[src/rtl/gal_pkg.sv]
package gal_pkg;

  // =====================================================
  // register addresses
  localparam logic [7:0] STATUS_ADDR = 8'h00;
  localparam logic [7:0] CFG_ADDR    = 8'h1d;
  localparam logic [7:0] TERM_ADDR   = 8'h1e;
  localparam logic [7:0] FWVER_ADDR  = 8'h21;
  localparam logic [7:0] CAPTAB_ADDR = 8'h22;
  localparam logic [7:0] FULL_ADDR   = 8'h23;
  localparam logic [7:0] NOM_ADDR    = 8'h24;
  localparam logic [7:0] LIM_ADDR    = 8'h25;

  // =====================================================
  // field positions
  localparam int CFG_FORCE_BIT = 3;
  localparam int CFG_THR_BIT   = 2;
  localparam int CFG_INS_BIT   = 1;
  localparam int CFG_REM_BIT   = 0;
  localparam int ST_INS_BIT    = 6;
  localparam int ST_REM_BIT    = 7;
  localparam int NOM_LSB       = 6;
  localparam int NOM_W         = 10;
  localparam int LIM_W         = 8;
  localparam int THR_N         = 6;

  // =====================================================
  // constants
  localparam logic [6:0]  DEV_ADDR      = 7'h36;
  // arbitrary value
  localparam logic [15:0] FW_VERSION    = 16'h0a5c;
  localparam logic [15:0] TERM_DIVISOR  = 16'h000a;
  localparam logic [15:0] ZERO16        = 16'h0000;
  localparam logic [5:0]  NOM_SPARE     = 6'h00;
  localparam logic [7:0]  LIM_FRAC      = 8'h00;
  localparam logic [3:0]  BYTE_BITS     = 4'h8;

  // =====================================================
  // types
  typedef struct packed {
    logic        wr;
    logic [7:0]  addr;
    logic [15:0] wdata;
  } gal_regbus_t;

  typedef enum logic [2:0] {
    I_IDLE = 3'b000,
    I_ADDR = 3'b001,
    I_ACKA = 3'b010,
    I_PTR  = 3'b011,
    I_ACKP = 3'b100,
    I_WR   = 3'b101,
    I_RD   = 3'b110,
    I_ACKR = 3'b111
  } gal_i2c_st_t;

  typedef struct packed {
    logic [1:0]  scl_sync;
    logic [1:0]  sda_sync;
    logic        scl_d;
    logic        sda_d;
    gal_i2c_st_t st;
    logic [3:0]  bitcnt;
    logic [7:0]  sh;
    logic        rw;
    logic        nack;
    logic        hi;
    logic [7:0]  ptr;
    logic [7:0]  lo;
    logic [15:0] tx;
    logic        oe;
    gal_regbus_t bus;
  } gal_i2c_t;

  typedef struct packed {
    logic              force_bias;
    logic              thr_en;
    logic              ins_en;
    logic              rem_en;
    logic [15:0]       term_cur;
    logic [15:0]       cap_tab;
    logic [15:0]       full_cap;
    logic [NOM_W-1:0]  nom_temp;
    logic [LIM_W-1:0]  lim_hot;
    logic [LIM_W-1:0]  lim_cold;
    logic [THR_N-1:0]  flags;
    logic              ins_flag;
    logic              rem_flag;
    logic [1:0]        bp_sync;
    logic              bp_d;
    logic              bias_on;
    logic              int_act;
    logic              use_hot;
    logic              use_cold;
    logic              rcomp_ok;
    logic              hot_ok;
    logic              cold_ok;
  } gal_state_t;

endpackage

[src/rtl/gal_i2c_slave.sv]
`timescale 1ns/1ps
module gal_i2c_slave
(
  input  wire logic               clk,
  input  wire logic               rstn,
  input  wire logic               scl_in,
  input  wire logic               sda_in,
  output      logic               sda_oe,
  output      gal_pkg::gal_regbus_t bus,
  output      logic [7:0]         rd_addr,
  input  wire logic [15:0]        rd_data
);

  gal_pkg::gal_i2c_t s;
  gal_pkg::gal_i2c_t next_s;
  logic scl;
  logic sda;
  logic start;
  logic stop;
  logic rise;
  logic fall;

  assign scl     = s.scl_sync[1];
  assign sda     = s.sda_sync[1];
  assign start   = scl && s.scl_d && s.sda_d && !sda;
  assign stop    = scl && s.scl_d && !s.sda_d && sda;
  assign rise    = scl && !s.scl_d;
  assign fall    = !scl && s.scl_d;
  assign sda_oe  = s.oe;
  assign bus     = s.bus;
  assign rd_addr = s.ptr;

  // =====================================================
  // protocol engine
  always_comb
  begin
    next_s          = s;
    next_s.scl_sync = {s.scl_sync[0], scl_in};
    next_s.sda_sync = {s.sda_sync[0], sda_in};
    next_s.scl_d    = scl;
    next_s.sda_d    = sda;
    next_s.bus.wr   = 1'b0;
    if (start)
    begin
      next_s.st     = gal_pkg::I_ADDR;
      next_s.bitcnt = 4'h0;
      next_s.oe     = 1'b0;
    end
    else if (stop)
    begin
      next_s.st = gal_pkg::I_IDLE;
      next_s.oe = 1'b0;
    end
    else
    begin
      unique case (s.st)
        gal_pkg::I_IDLE: ;
        gal_pkg::I_ADDR, gal_pkg::I_PTR, gal_pkg::I_WR:
        begin
          if (rise)
          begin
            next_s.sh     = {s.sh[6:0], sda};
            next_s.bitcnt = s.bitcnt + 4'h1;
          end
          else if (fall && s.bitcnt == gal_pkg::BYTE_BITS)
          begin
            next_s.bitcnt = 4'h0;
            next_s.oe     = 1'b1;
            if (s.st == gal_pkg::I_ADDR)
            begin
              next_s.rw = s.sh[0];
              next_s.st = gal_pkg::I_ACKA;
              if (s.sh[7:1] != gal_pkg::DEV_ADDR)
              begin
                next_s.st = gal_pkg::I_IDLE;
                next_s.oe = 1'b0;
              end
            end
            else if (s.st == gal_pkg::I_PTR)
            begin
              next_s.ptr = s.sh;
              next_s.hi  = 1'b0;
              next_s.st  = gal_pkg::I_ACKP;
            end
            else
            begin
              // low byte first, word written on its high byte
              next_s.hi = !s.hi;
              next_s.st = gal_pkg::I_ACKP;
              if (!s.hi)
                next_s.lo = s.sh;
              else
              begin
                next_s.bus = '{1'b1, s.ptr, {s.sh, s.lo}};
                next_s.ptr = s.ptr + 8'h01;
              end
            end
          end
        end
        gal_pkg::I_ACKA, gal_pkg::I_ACKP:
        begin
          if (fall)
          begin
            next_s.oe     = 1'b0;
            next_s.bitcnt = 4'h0;
            if (s.st == gal_pkg::I_ACKP)
              next_s.st = gal_pkg::I_WR;
            else if (!s.rw)
              next_s.st = gal_pkg::I_PTR;
            else
            begin
              next_s.tx     = rd_data;
              next_s.sh     = rd_data[7:0];
              next_s.hi     = 1'b0;
              next_s.oe     = !rd_data[7];
              next_s.bitcnt = 4'h1;
              next_s.st     = gal_pkg::I_RD;
            end
          end
        end
        gal_pkg::I_RD:
        begin
          if (fall)
          begin
            if (s.bitcnt == gal_pkg::BYTE_BITS)
            begin
              next_s.oe = 1'b0;
              next_s.st = gal_pkg::I_ACKR;
            end
            else
            begin
              next_s.sh     = {s.sh[6:0], 1'b0};
              next_s.oe     = !s.sh[6];
              next_s.bitcnt = s.bitcnt + 4'h1;
            end
          end
        end
        gal_pkg::I_ACKR:
        begin
          if (rise)
            next_s.nack = sda;
          else if (fall)
          begin
            next_s.bitcnt = 4'h1;
            next_s.st     = gal_pkg::I_RD;
            if (s.nack)
              next_s.st = gal_pkg::I_IDLE;
            else if (!s.hi)
            begin
              next_s.sh  = s.tx[15:8];
              next_s.oe  = !s.tx[15];
              next_s.hi  = 1'b1;
              next_s.ptr = s.ptr + 8'h01;
            end
            else
            begin
              next_s.tx = rd_data;
              next_s.sh = rd_data[7:0];
              next_s.oe = !rd_data[7];
              next_s.hi = 1'b0;
            end
          end
        end
      endcase
    end
  end

  always_ff @(posedge clk or negedge rstn)
  begin
    if (!rstn)
    begin
      s          <= '0;
      s.scl_sync <= 2'b11;
      s.sda_sync <= 2'b11;
      s.scl_d    <= 1'b1;
      s.sda_d    <= 1'b1;
    end
    else
      s <= next_s;
  end

endmodule

[src/rtl/gal_regs.sv]
// Notes on behaviour
// - force bias bit keeps thermistor bias on
// - threshold enable lets violations raise the alert
// - insertion enable raises alert on insertion
// - removal enable raises alert on removal
// - restore loads termination from storage or capacity/10
// - termination current is 16 bits, current LSB
// - hotter than nominal uses hot coefficient
// - nominal temperature is signed bits 15:6
// - learning enables follow average temperature windows
`timescale 1ns/1ps
module gal_regs
#(
  parameter logic [15:0] FW_VERSION = gal_pkg::FW_VERSION
)
(
  input  wire logic                      clk,
  input  wire logic                      rstn,
  input  wire logic                      scl_in,
  input  wire logic                      sda_in,
  output      logic                      sda_out,
  output      logic                      sda_oe,
  output      logic                      int_out,
  output      logic                      int_oe,
  input  wire logic                      sched_bias_req,
  input  wire logic [gal_pkg::THR_N-1:0] thr_viol,
  input  wire logic                      batt_present_pin,
  input  wire logic                      restore,
  input  wire logic                      otp_term_en,
  input  wire logic [15:0]               otp_term_val,
  input  wire logic [15:0]               design_capacity_setting,
  input  wire logic                      learn_valid,
  input  wire logic [15:0]               learn_cap,
  input  wire logic [15:0]               temperature,
  input  wire logic [15:0]               avg_temperature,
  output      logic                      thermistor_bias_on,
  output      logic                      gauge_interrupt,
  output      logic                      use_hot_coeff,
  output      logic                      use_cold_coeff,
  output      logic                      rcomp_learn_en,
  output      logic                      tco_hot_learn_en,
  output      logic                      tco_cold_learn_en
);

  gal_pkg::gal_state_t  st;
  gal_pkg::gal_state_t  next_st;
  gal_pkg::gal_regbus_t bus;
  logic [7:0]           rd_addr;
  logic [15:0]          rd_data;
  logic [15:0]          status_word;
  logic [15:0]          term_restore;
  logic signed [16:0]   nom_t;
  logic signed [16:0]   hot_t;
  logic signed [16:0]   cold_t;
  logic signed [16:0]   mid_hot;
  logic signed [16:0]   mid_cold;
  logic signed [16:0]   cur_t;
  logic signed [16:0]   avg_t;

  // =====================================================
  // serial host port
  gal_i2c_slave u_host
  (
    .clk     (clk),
    .rstn    (rstn),
    .scl_in  (scl_in),
    .sda_in  (sda_in),
    .sda_oe  (sda_oe),
    .bus     (bus),
    .rd_addr (rd_addr),
    .rd_data (rd_data)
  );

  assign sda_out            = 1'b0;
  assign int_out            = 1'b0;
  assign int_oe             = st.int_act;
  assign gauge_interrupt    = st.int_act;
  assign thermistor_bias_on = st.bias_on;
  assign use_hot_coeff      = st.use_hot;
  assign use_cold_coeff     = st.use_cold;
  assign rcomp_learn_en     = st.rcomp_ok;
  assign tco_hot_learn_en   = st.hot_ok;
  assign tco_cold_learn_en  = st.cold_ok;

  // =====================================================
  // temperatures in 1/256 degree steps
  always_comb
  begin
    nom_t    = 17'(signed'({st.nom_temp, gal_pkg::NOM_SPARE}));
    hot_t    = 17'(signed'({st.lim_hot, gal_pkg::LIM_FRAC}));
    cold_t   = 17'(signed'({st.lim_cold, gal_pkg::LIM_FRAC}));
    mid_hot  = (nom_t + hot_t) >>> 1;
    mid_cold = (nom_t + cold_t) >>> 1;
    cur_t    = 17'(signed'(temperature));
    avg_t    = 17'(signed'(avg_temperature));
  end

  assign term_restore = otp_term_en ? otp_term_val
                      : design_capacity_setting / gal_pkg::TERM_DIVISOR;

  always_comb
  begin
    status_word                      = gal_pkg::ZERO16;
    status_word[gal_pkg::THR_N-1:0]  = st.flags;
    status_word[gal_pkg::ST_INS_BIT] = st.ins_flag;
    status_word[gal_pkg::ST_REM_BIT] = st.rem_flag;
  end

  // =====================================================
  // read mux
  always_comb
  begin
    rd_data = gal_pkg::ZERO16;
    unique case (rd_addr)
      gal_pkg::STATUS_ADDR: rd_data = status_word;
      gal_pkg::CFG_ADDR:
      begin
        rd_data[gal_pkg::CFG_FORCE_BIT] = st.force_bias;
        rd_data[gal_pkg::CFG_THR_BIT]   = st.thr_en;
        rd_data[gal_pkg::CFG_INS_BIT]   = st.ins_en;
        rd_data[gal_pkg::CFG_REM_BIT]   = st.rem_en;
      end
      gal_pkg::TERM_ADDR:   rd_data = st.term_cur;
      gal_pkg::FWVER_ADDR:  rd_data = FW_VERSION;
      gal_pkg::CAPTAB_ADDR: rd_data = st.cap_tab;
      gal_pkg::FULL_ADDR:   rd_data = st.full_cap;
      gal_pkg::NOM_ADDR:    rd_data = {st.nom_temp, gal_pkg::NOM_SPARE};
      gal_pkg::LIM_ADDR:    rd_data = {st.lim_hot, st.lim_cold};
      default:              rd_data = gal_pkg::ZERO16;
    endcase
  end

  // =====================================================
  // next state
  always_comb
  begin
    next_st         = st;
    next_st.bp_sync = {st.bp_sync[0], batt_present_pin};
    next_st.bp_d    = st.bp_sync[1];
    if (bus.wr)
    begin
      unique case (bus.addr)
        gal_pkg::STATUS_ADDR:
        begin
          next_st.flags    = st.flags & ~bus.wdata[gal_pkg::THR_N-1:0];
          next_st.ins_flag = st.ins_flag & ~bus.wdata[gal_pkg::ST_INS_BIT];
          next_st.rem_flag = st.rem_flag & ~bus.wdata[gal_pkg::ST_REM_BIT];
        end
        gal_pkg::CFG_ADDR:
        begin
          next_st.force_bias = bus.wdata[gal_pkg::CFG_FORCE_BIT];
          next_st.thr_en     = bus.wdata[gal_pkg::CFG_THR_BIT];
          next_st.ins_en     = bus.wdata[gal_pkg::CFG_INS_BIT];
          next_st.rem_en     = bus.wdata[gal_pkg::CFG_REM_BIT];
        end
        gal_pkg::TERM_ADDR:   next_st.term_cur = bus.wdata;
        gal_pkg::CAPTAB_ADDR: next_st.cap_tab  = bus.wdata;
        gal_pkg::FULL_ADDR:   next_st.full_cap = bus.wdata;
        gal_pkg::NOM_ADDR:    next_st.nom_temp = bus.wdata[15:gal_pkg::NOM_LSB];
        gal_pkg::LIM_ADDR:
        begin
          next_st.lim_hot  = bus.wdata[15:8];
          next_st.lim_cold = bus.wdata[7:0];
        end
        default: ;
      endcase
    end
    // hardware updates come after the host clear so a set wins
    if (restore)
      next_st.term_cur = term_restore;
    if (learn_valid)
      next_st.full_cap = learn_cap;
    next_st.flags = next_st.flags | thr_viol;
    if (st.bp_sync[1] && !st.bp_d)
      next_st.ins_flag = 1'b1;
    if (!st.bp_sync[1] && st.bp_d)
      next_st.rem_flag = 1'b1;
    next_st.bias_on  = st.force_bias || sched_bias_req;
    next_st.int_act  = (st.thr_en && (st.flags != '0))
                    || (st.ins_en && st.ins_flag)
                    || (st.rem_en && st.rem_flag);
    next_st.use_hot  = cur_t > nom_t;
    next_st.use_cold = cur_t < nom_t;
    next_st.rcomp_ok = (avg_t > cold_t) && (avg_t < hot_t);
    next_st.hot_ok   = (avg_t > mid_hot) && (avg_t < hot_t);
    next_st.cold_ok  = (avg_t > cold_t) && (avg_t < mid_cold);
  end

  always_ff @(posedge clk or negedge rstn)
  begin
    if (!rstn)
      st <= '0;
    else
      st <= next_st;
  end
endmodule

[config.mk]
export PLATFORM = sky130hd
export DESIGN_NAME = gal_regs
export DESIGN_NICKNAME = d
export VERILOG_FILES = /design/src/rtl/gal_pkg.sv /design/src/rtl/gal_i2c_slave.sv /design/src/rtl/gal_regs.sv
export SDC_FILE = /design/constraint.sdc
export NUM_CORES = 1
export LEC_CHECK = 0
export BUFFER_PORTS_ARGS = -buffer_cell sky130_fd_sc_hd__buf_2
export CAP_MARGIN = 10
export CORE_MARGIN = 4
export CORE_UTILIZATION = 25
export CTS_CLUSTER_DIAMETER = 50
export CTS_CLUSTER_SIZE = 14
export DETAILED_ROUTE_END_ITERATION = 7
export SLEW_MARGIN = 20
export SYNTH_ARGS = -nofsm -noshare
export SYNTH_HDL_FRONTEND = slang
export SYNTH_SLANG_ARGS = --single-unit
[constraint.sdc]
create_clock -name clk -period 3.2 [get_ports clk]
set_input_delay 0.48 -clock clk [delete_from_list [all_inputs] [get_ports clk]]
set_output_delay 0.48 -clock clk [all_outputs]
set_load 0.02 [all_outputs]
==> metrics.txt, run 1 <==
final WL 42.0 mm; GRT overflow 0; Least-Margin Pin Slew 831 ps; critical path depth 18; I/O Buffers 102; post-synthesis cell type count 108; first-pass GRT wire length 65.9 mm; minimum clock period 4150 ps; largest cells by area after synthesis dfrtp_1, ha_1, mux2_2; largest net degree at the start of global routing 75; vias in the first global route 11.8k; Crit. End Element register; Iteration-0 DRC Markers 1045; cts hold-fix bufs 0; WL per Instance 18.1 µm; Pre-antenna DRT Iters 7; die width 230 µm; register area 4260 µm²; status finished, violations left; Die Ht 230 µm; share of cells above drive strength 1 0.303; placed instance area 14300 µm²; worst setup path class in2reg; reg2reg path depth 16; cell taking the most area after synthesis dfrtp_1; CTS tree built; Top FF cell, synth dfrtp_1; Async SR Flop Fraction 1.00; CP arrival 4450 ps; Worst path max stage delay 420 ps; DRC 0; final RePlAce weighted congestion 0.890; CTS buffer count 17; RSZ-0062 raised after global routing yes; Final ANT Viol Nets 0; Tcrit/Tclk final 1.30; CP cell instances buf_8 > or3b_4 > a22oi_2 > buf_6 > o22a_4 > a31oi_4 > a21o_1 > o21a_4 > o211a_4 > a21o_1 > o32a_1 > o22a_4 > o311ai_2 > o211ai_1 > a211oi_4 > o211ai_1 > a311oi_1 > o22ai_1; H-tree levels 4; worst setup margin -946 ps; Core ar. 48100 µm²; Post-Syn Area 12300 µm²; Top Ports 106; Layout Cell Area excl Fill 16000 µm²; final setup vio count 6; Max rail drop VDD 0.000351 V; CTS Root Cell clkbuf_16; Fmax 241 MHz; CTS max path bufs 2; Layout area overhead 30.5%; Avg Cell Area, Syn 8.46 µm²; synth cell count leaders nand2_1, dfrtp_1, a21oi_1, nor2_1, o21ai_0; number of flops mapped to enable cells by yosys 0; Hold Fails Final Rpt 0; worst rel slew slack 0.446; #FFs+latches synth 170; Rows 80; cell leakage power 6.87 nW; Yosys warnings 0; max-cap violations 0; critical path's slowest cell o32a_1; CP Max Fanout 6; clk_skew 11.9 ps; Startpoint Class input port; count leader, synth nand2_1; failing checks negative setup slack; Via density 5.21; Hold Path Class in2async; DR vias 12.0k; critical path required time 3500 ps; area taken by multi-input logic gates 8200 µm²; fill count 4983; Initial Utilization 0.255; HPWL after DPL 31.6 mm; GRT Total Usage 0.153; worst reg-to-reg setup slack 340 ps; post-synthesis sequential area ratio 0.347; Synth Instances 1450; Post-Place Setup Slack -1580 ps; final slew viol count 0; worst-skew pair later-pin latency 440 ps; Nets 1807; CP delay by family, top compound AO/OA/AOI/OAI gates; die area 52700 µm²; initial antenna violation count 7; Buf+Inv Stages, Crit Path 2; clk slew on worst S/H paths 70 ps; PwrDens 444 nW/µm²; Synth top area share 0.334; # clock sinks 170
cell families after synthesis:
kind of cell	synth area share
simple gates	0.194
compound gates	0.252
flops	0.347
buf+inv	0.0538
fa+ha+maj	0.0740
mux	0.0629
xor+xnor	0.0157
other cells	0.000306
report_power, final:
group,switching (mW),internal [mW],leakage [nW]
sequential,0.241,2.29,2.21
combinational,1.36,1.11,4.37
clock,0.994,1.12,0.286
area by class of cell:
class	instances	share of cell area
diodes	1	0.000156
repair buffers	262	0.117
flip-flops and latches	170	0.266
well taps	656	0.0513
clock inverters	15	0.0115
multi-input cells	1126	0.512
clock buffers	17	0.0266
inverters	66	0.0155
worst register-to-register path, cell delays in order (launching register included):
cell,delay (ps)
dfrtp_1,450
ha_1,260
fa_1,400
a21oi_1,140
nor2_1,70
nor2_2,150
nor2b_1,60
nor2_1,100
nor2_1,70
o21ai_0,140
a31oi_1,100
ha_1,320
nand4_1,90
nor3_1,160
a21oi_1,90
o21ai_0,80
a31oi_1,60
layer usage:
| layer | global-route usage | vias to the layer above | share of wire |
|---|---|---|---|
| met2 | 0.245 | 378 | 0.46 |
| met4 | 0.0466 | 12 | 0.028 |
| li1 | - | 5695 | - |
| met5 | 0 | - | 0.0018 |
| met1 | 0.214 | 5876 | 0.45 |
| met3 | 0.0239 | 83 | 0.054 |
layout by cell type (no fill, tap or decap), types with 7 or more instances in the layout:
cell type | Yosys | final
a21o_1 | 26 | 25
a21oi_1 | 125 | 114
a21oi_2 | 3 | 11
a221oi_1 | 17 | 16
a222oi_1 | 10 | 10
a22oi_1 | 29 | 28
a31oi_1 | 22 | 18
and2_1 | 7 | 7
buf_2 | 5 | 96
buf_4 | 10 | 145
buf_6 | 4 | 15
clkbuf_16 | 0 | 17
dfrtp_1 | 164 | 163
ha_1 | 67 | 67
inv_1 | 61 | 61
mux2_2 | 58 | 58
mux2i_1 | 9 | 7
nand2_1 | 174 | 171
nand2b_1 | 19 | 19
nand3_1 | 33 | 32
nand4_1 | 13 | 13
nor2_1 | 119 | 113
nor2b_1 | 28 | 26
nor3_1 | 31 | 21
nor3_2 | 1 | 7
o211ai_1 | 11 | 11
o21a_1 | 9 | 7
o21ai_0 | 107 | 98
o21ai_2 | 1 | 7
xnor2_1 | 15 | 12
xor2_1 | 7 | 7
final timing paths:
kind | to | startpoint
min reg2reg | u_host.next_s[77]$_DFF_PN1_ | u_host.next_s[81]$_DFF_PN1_
min in group clk | u_host.next_s[81]$_DFF_PN1_ | scl_in
min | u_host.bus[23]$_DFFE_PN0P_ | rstn
max reg2reg | tco_hot_learn_en$_DFF_PN0_ | nom_t[8]$_DFFE_PN0P_
max | st[76]$_DFFE_PN0P_ | design_capacity_setting[10]
max in group asynchronous | u_host.s[76]$_DFF_PN1_ | rstn
what timing repair did:
item | 4_1_cts | 5_1_grt
pin swaps | 38 | 54
setup endpoints to repair | 6 | 8
gates resized for setup | 87 | 73
gates cloned | 2 | 0
buffers inserted | 12 | 17
sequential cells by signal, summed over array words and instances, names as in the netlist, 2 cells and up:
register        count
u_host.rd_addr      8
u_host.next_s       4
next_st             2
u_host.bus         25
st                 61
cold_t              8
hot_t               8
u_host.s           36
nom_t              10
per-stage QoR:
stage,hold WS [ps],total power [mW],util,TNS [ps],cells
finish,70.5,7.10,0.333,-4240,2313
global route,116,7.45,0.332,-5250,2312
CTS,97.0,6.92,0.322,-3960,2295
floorplan,184,3.80,-,-3820,1451
global placement,347,4.58,0.298,-8080,2249
detailed placement,348,4.60,0.298,-8460,2249
(Power assumes the default switching activity.)
==> run 2, diff against run 1 <==
- CORE_UTILIZATION: 25 -> 58
- PLACE_DENSITY: default -> 0.78
==> metrics.txt, run 2 (synthesis gave the netlist of run 1 again) <==
RSZ-0062 raised after global routing yes; Hold Path Class in2async; initial antenna violation count 0 (-7); first-pass GRT wire length 61.7 mm (-6.3%); Initial Utilization 0.599 (+0.344); placed instance area 13900 µm² (-3.2%); Iteration-0 DRC Markers 1110 (+6.2%); die width 153 µm (-33%); final core occ 0.737 (+0.405); Hold Fails Final Rpt 0 (unchanged); WL per Instance 20.0 µm (+10%); CTS Root Cell clkbuf_16; GRT overflow 0 (unchanged); CP arrival 4420 ps (-30 ps); Layout area overhead 23.1%; Top Ports 106 (unchanged); critical path's slowest cell or4_1; CTS tree built; share of cells above drive strength 1 0.279 (-0.0243); worst setup path startpoint design_capacity_setting[10]; Pwr Total 6.74 mW (-5.1%); Post-Place Setup Slack -1570 ps (+11.3 ps); Top reg by flops st; final WL 38.3 mm (-8.6%); Core ar. 20500 µm² (-57%); max reg flops 61 (unchanged); CP cell instances buf_6 > or3b_1 > a22oi_2 > buf_4 > o22ai_4 > buf_4 > nor3_2 > a221oi_1 > o31a_1 > o21ai_2 > o21a_1 > a311oi_2 > or3_4 > or4_1 > o211ai_1 > a211oi_2 > o21a_1 > a2111oi_2 > o22ai_1; FF-to-FF End tco_hot_learn_en$_DFF_PN0_; DR vias 12.3k (+2.4%); Die Ht 153 µm (-33%); final slew viol count 0 (unchanged); highest-count cells in the layout ignoring fill and taps nand2_1, dfrtp_1, buf_4; CTS max path bufs 2 (unchanged); Via density 6.43 (+24%); fill count 1529 (-69%); r2r startpoint nom_t[9]$_DFFE_PN0P_; DRC 0 (unchanged); Rows 52 (-35%); status finished, violations left; vias in the first global route 12.0k (+1.7%); Pre-antenna DRT Iters 6 (-1); worst reg-to-reg setup slack 200 ps (-140 ps); critical path required time 3500 ps (about the same); Crit. End Element register; clk slew on worst S/H paths 70 ps (about the same); CP Max Fanout 6 (unchanged); commonest non-fill, non-tap cell in the layout nand2_1; die area 23600 µm² (-55%); clk_skew 13.4 ps (+1.52 ps); I/O Buffers 102 (unchanged); Worst setup endpoint st[76]$_DFFE_PN0P_; GRT Total Usage 0.319 (+0.166); final RePlAce weighted congestion 1.01 (+13%); Layout Cell Area excl Fill 15100 µm² (-5.7%); # clock sinks 170 (unchanged); failing checks negative setup slack; H-tree levels 4 (unchanged); worst setup path class in2reg; antenna diode count 0 (-1); max-cap violations 0 (unchanged); reg2reg path depth 14 (-2); Fmax 243 MHz (+0.81%); worst-skew pair later-pin latency 440 ps (about the same); cell leakage power 6.75 nW (-1.8%); final setup vio count 6 (unchanged); Final ANT Viol Nets 0 (unchanged); Nets 1798 (-0.50%); Least-Margin Pin Slew 763 ps (-67.8 ps); worst setup margin -913 ps (+33.3 ps); largest net degree at the start of global routing 79 (+5.3%); PwrDens 446 nW/µm² (+0.56%); Startpoint Class input port; Max rail drop VDD 0.000305 V (-13%); worst rel slew slack 0.486 (+0.0405); HPWL after DPL 28.0 mm (-12%); Tcrit/Tclk final 1.29 (-0.0104); Worst path max stage delay 510 ps (+90 ps); minimum clock period 4110 ps (-33.3 ps); CTS buffer count 17 (unchanged)
run 2: where the power goes:
part	internal [mW]	switching (mW)
Sequential	2.29	0.216
Combinational	1.01	1.30
Clock	1.01	0.917
run 2: worst min path at each step:
stage	from	end	cells after the start
global placement	u_host.next_s[81]$_DFF_PN1_	u_host.next_s[77]$_DFF_PN1_	0
floorplan	rstn	cold_t[10]$_DFFE_PN0P_	0
finish	rstn	cold_t[8]$_DFFE_PN0P_	1
detailed placement	u_host.next_s[81]$_DFF_PN1_	u_host.next_s[77]$_DFF_PN1_	0
global route	rstn	cold_t[11]$_DFFE_PN0P_	1
CTS	rstn	cold_t[12]$_DFFE_PN0P_	1
run 2: final cells by class:
cell class / instances / area [µm²] / share of cell area
inverter: 66 / 248 / 0.0164
clock inverter: 12 / 113 / 0.00745
timing repair buffer: 253 / 1780 / 0.118
tap: 270 / 338 / 0.0224
sequential: 170 / 4260 / 0.282
clock buffer: 19 / 433 / 0.0287
multi-input combinational: 1126 / 7930 / 0.525
run 2: per-stage QoR:
step / setup TNS, ps / hold slack, ps / instances
floorplan: -3820 / 184 / 1451
global placement: -7390 / 346 / 1864
detailed placement: -7860 / 347 / 1864
CTS: -3470 / 44.4 / 1910
global route: -4810 / 63.2 / 1916
finish: -3760 / 32.7 / 1916
run 2: per-layer routing:
metal,track usage,part of all wire,wire length (µm),vias to the layer above
li1,-,-,-,5694
met1,0.434,0.41,15900,5873
met2,0.516,0.46,17700,655
met3,0.0580,0.091,3470,106
met4,0.111,0.033,1280,0
met5,0,0,0,-
run 2: worst max-delay path, delay by kind of cell:
family                 cells  cell delay [ps]
and+or+nand+nor            4             1620
AOI/OAI and AO/OA         12             1890
buffers and inverters      3              420
run 2: timing repair:
item | in CTS | in global routing
pin swaps | 25 | 20
resized for setup | 76 | 30
hold buffers | 0 | 0
cloned | 2 | 0
setup buffers | 13 | 6
endpoints found under the setup margin | 6 | 8
hold endpoints to repair | 0 | 0
==> run 3, diff against run 2 <==
- clock period: 3.2 -> 4.9 ns (I/O delays scaled with it)
==> metrics.txt, run 3 (synthesis gave the netlist of run 1 again) <==
WL per Instance 19.2 µm (-4.1%); Final ANT Viol Nets 0 (unchanged); critical path required time 5200 ps (+1700 ps); CTS max path bufs 2 (unchanged); clk slew on worst S/H paths 70 ps (about the same); max reg flops 61 (unchanged); Layout area overhead 15.3%; status finished, final reports clean; Via density 6.38 (-0.80%); RSZ-0062 raised after global routing no; H-tree levels 4 (unchanged); initial antenna violation count 0 (unchanged); HPWL after DPL 26.1 mm (-6.9%); Crit. End Element register; Worst path max stage delay 510 ps (about the same); # clock sinks 170 (unchanged); share of cells above drive strength 1 0.212 (-0.0672); fill count 1649 (+7.8%); Startpoint Class input port; final setup vio count 0 (-6); Hold Fails Final Rpt 0 (unchanged); largest net degree at the start of global routing 111 (+41%); final std cells w/o fill 1853 (-3.3%); Max rail drop VDD 0.000311 V (+2.0%); Buf+Inv Stages, Crit Path 1 (-2); Die Ht 153 µm (unchanged); DR vias 11.8k (-4.1%); Hold Path Class in2async; Top reg by flops st; CP delay by family, top compound AO/OA/AOI/OAI gates; register area 4260 µm² (unchanged); clk_skew 7.74 ps (-5.65 ps); GRT Total Usage 0.291 (-0.0277); critical path's slowest cell or4_1; final core occ 0.690 (-0.0468); vias in the first global route 11.2k (-6.6%); Core ar. 20500 µm² (unchanged); Pre-antenna DRT Iters 6 (unchanged); first-pass GRT wire length 56.8 mm (-8.0%); final slew viol count 0 (unchanged); die width 153 µm (unchanged); Fmax 214 MHz; highest-count cells in the layout ignoring fill and taps nand2_1, dfrtp_1, a21oi_1; cts hold-fix bufs 0 (unchanged); Least-Margin Pin Slew 1000 ps (+237 ps); final WL 35.5 mm (-7.3%); max-cap violations 0 (unchanged); cell leakage power 6.34 nW (-6.0%); antenna diode count 0 (unchanged); CTS tree built; placed instance count 1820 (-2.4%); final RePlAce weighted congestion 0.999 (-0.65%); CP Max Fanout 13 (+7); I/O Buffers 102 (unchanged); CP arrival 4980 ps (+560 ps); most frequent CP cell o21a_1; PwrDens 310 nW/µm² (-30%); Nets 1735 (-3.5%); Iteration-0 DRC Markers 1005 (-9.5%); worst-skew pair later-pin latency 430 ps (about the same); die area 23600 µm² (unchanged); CTS Root Cell clkbuf_16; Tcrit/Tclk final 0.954; Initial Utilization 0.599 (unchanged); CTS buffer count 17 (unchanged); commonest non-fill, non-tap cell in the layout nand2_1; Top Ports 106 (unchanged); GRT overflow 0 (unchanged); worst setup path class in2reg; worst rel slew slack 0.331 (-0.156); Rows 52 (unchanged); Pwr Total 4.39 mW (-35%); DRC 0 (unchanged); area taken by multi-input logic gates 7440 µm² (-6.3%); CP cell instances buf_2 > o21ba_1 > a311oi_4 > nor4_4 > o2111a_1 > a31oi_1 > o21a_1 > o211ai_2 > a21oi_2 > a311oi_1 > or3_4 > or4_1 > o211ai_1 > a211oi_2 > o21a_1 > a2111oi_2 > o22ai_1; minimum clock period 4670 ps
-- run 3: changes by cell type in the layout (fill, tap and decap cells not counted), moves of 5 or more --
| cell | delta |
|---|---|
| buf_6 | -8 |
| nor3_1 | +6 |
| buf_2 | +5 |
| o21ai_0 | +9 |
| buf_4 | -56 |
| nor3_2 | -5 |
| clkinv_4 | -5 |
| o21ai_1 | -7 |
-- run 3: worst paths after layout --
| check | cells after the start | slack [ps] | from | end |
|---|---|---|---|---|
| max | 17 | 230 | design_capacity_setting[14] | st[76]$_DFFE_PN0P_ |
| min reg2reg | 0 | 360 | u_host.next_s[81]$_DFF_PN1_ | u_host.next_s[77]$_DFF_PN1_ |
| max reg2reg | 12 | 1750 | u_host.rd_addr[0]$_DFFE_PN0P_ | u_host.sda_oe$_DFFE_PN0P_ |
| min | 1 | 170 | rstn | tco_cold_learn_en$_DFF_PN0_ |
| max in group asynchronous | 3 | 3540 | rstn | st[11]$_DFFE_PN0P_ |
| min in group clk | 0 | 360 | u_host.next_s[81]$_DFF_PN1_ | u_host.next_s[77]$_DFF_PN1_ |
-- run 3: stage by stage --
step / setup slack [ps] / TNS, ps / hold slack, ps / cell area [µm²]
2_1_floorplan: 215 / 0 / 331 / 12300
3_3_place_gp: -140 / -223 / 346 / 13400
3_5_place_dp: -230 / -473 / 346 / 13400
4_1_cts: 209 / 0 / 357 / 14100
5_1_grt: 5.07 / 0 / 175 / 14100
6_report: 227 / 0 / 165 / 14100
-- run 3: routing by layer --
layer | share of wire | global-route usage | vias up
li1 | - | - | 5552
met1 | 0.42 | 0.409 | 5641
met4 | 0.028 | 0.0896 | 0
met2 | 0.46 | 0.465 | 566
met5 | 0 | 0 | -
met3 | 0.091 | 0.0506 | 68
-- run 3: final cells by class --
type                    count  share of cell area
clock buffers              22              0.0335
clock inverters             9              0.0113
inverters                  66              0.0175
multi-input cells        1125               0.526
flip-flops and latches    170               0.301
well taps                 270              0.0239
repair buffers            191              0.0869
-- run 3: report_power, final --
part / switching [mW] / internal (mW)
clock: 0.569 / 0.896
sequential: 0.140 / 1.49
combinational: 0.742 / 0.547
total: 1.45 / 2.94
-- run 3: timing repair --
action	4_1_cts	5_1_grt
setup endpoints to repair	0	2
setup buffers	0	0
gates resized for setup	0	14
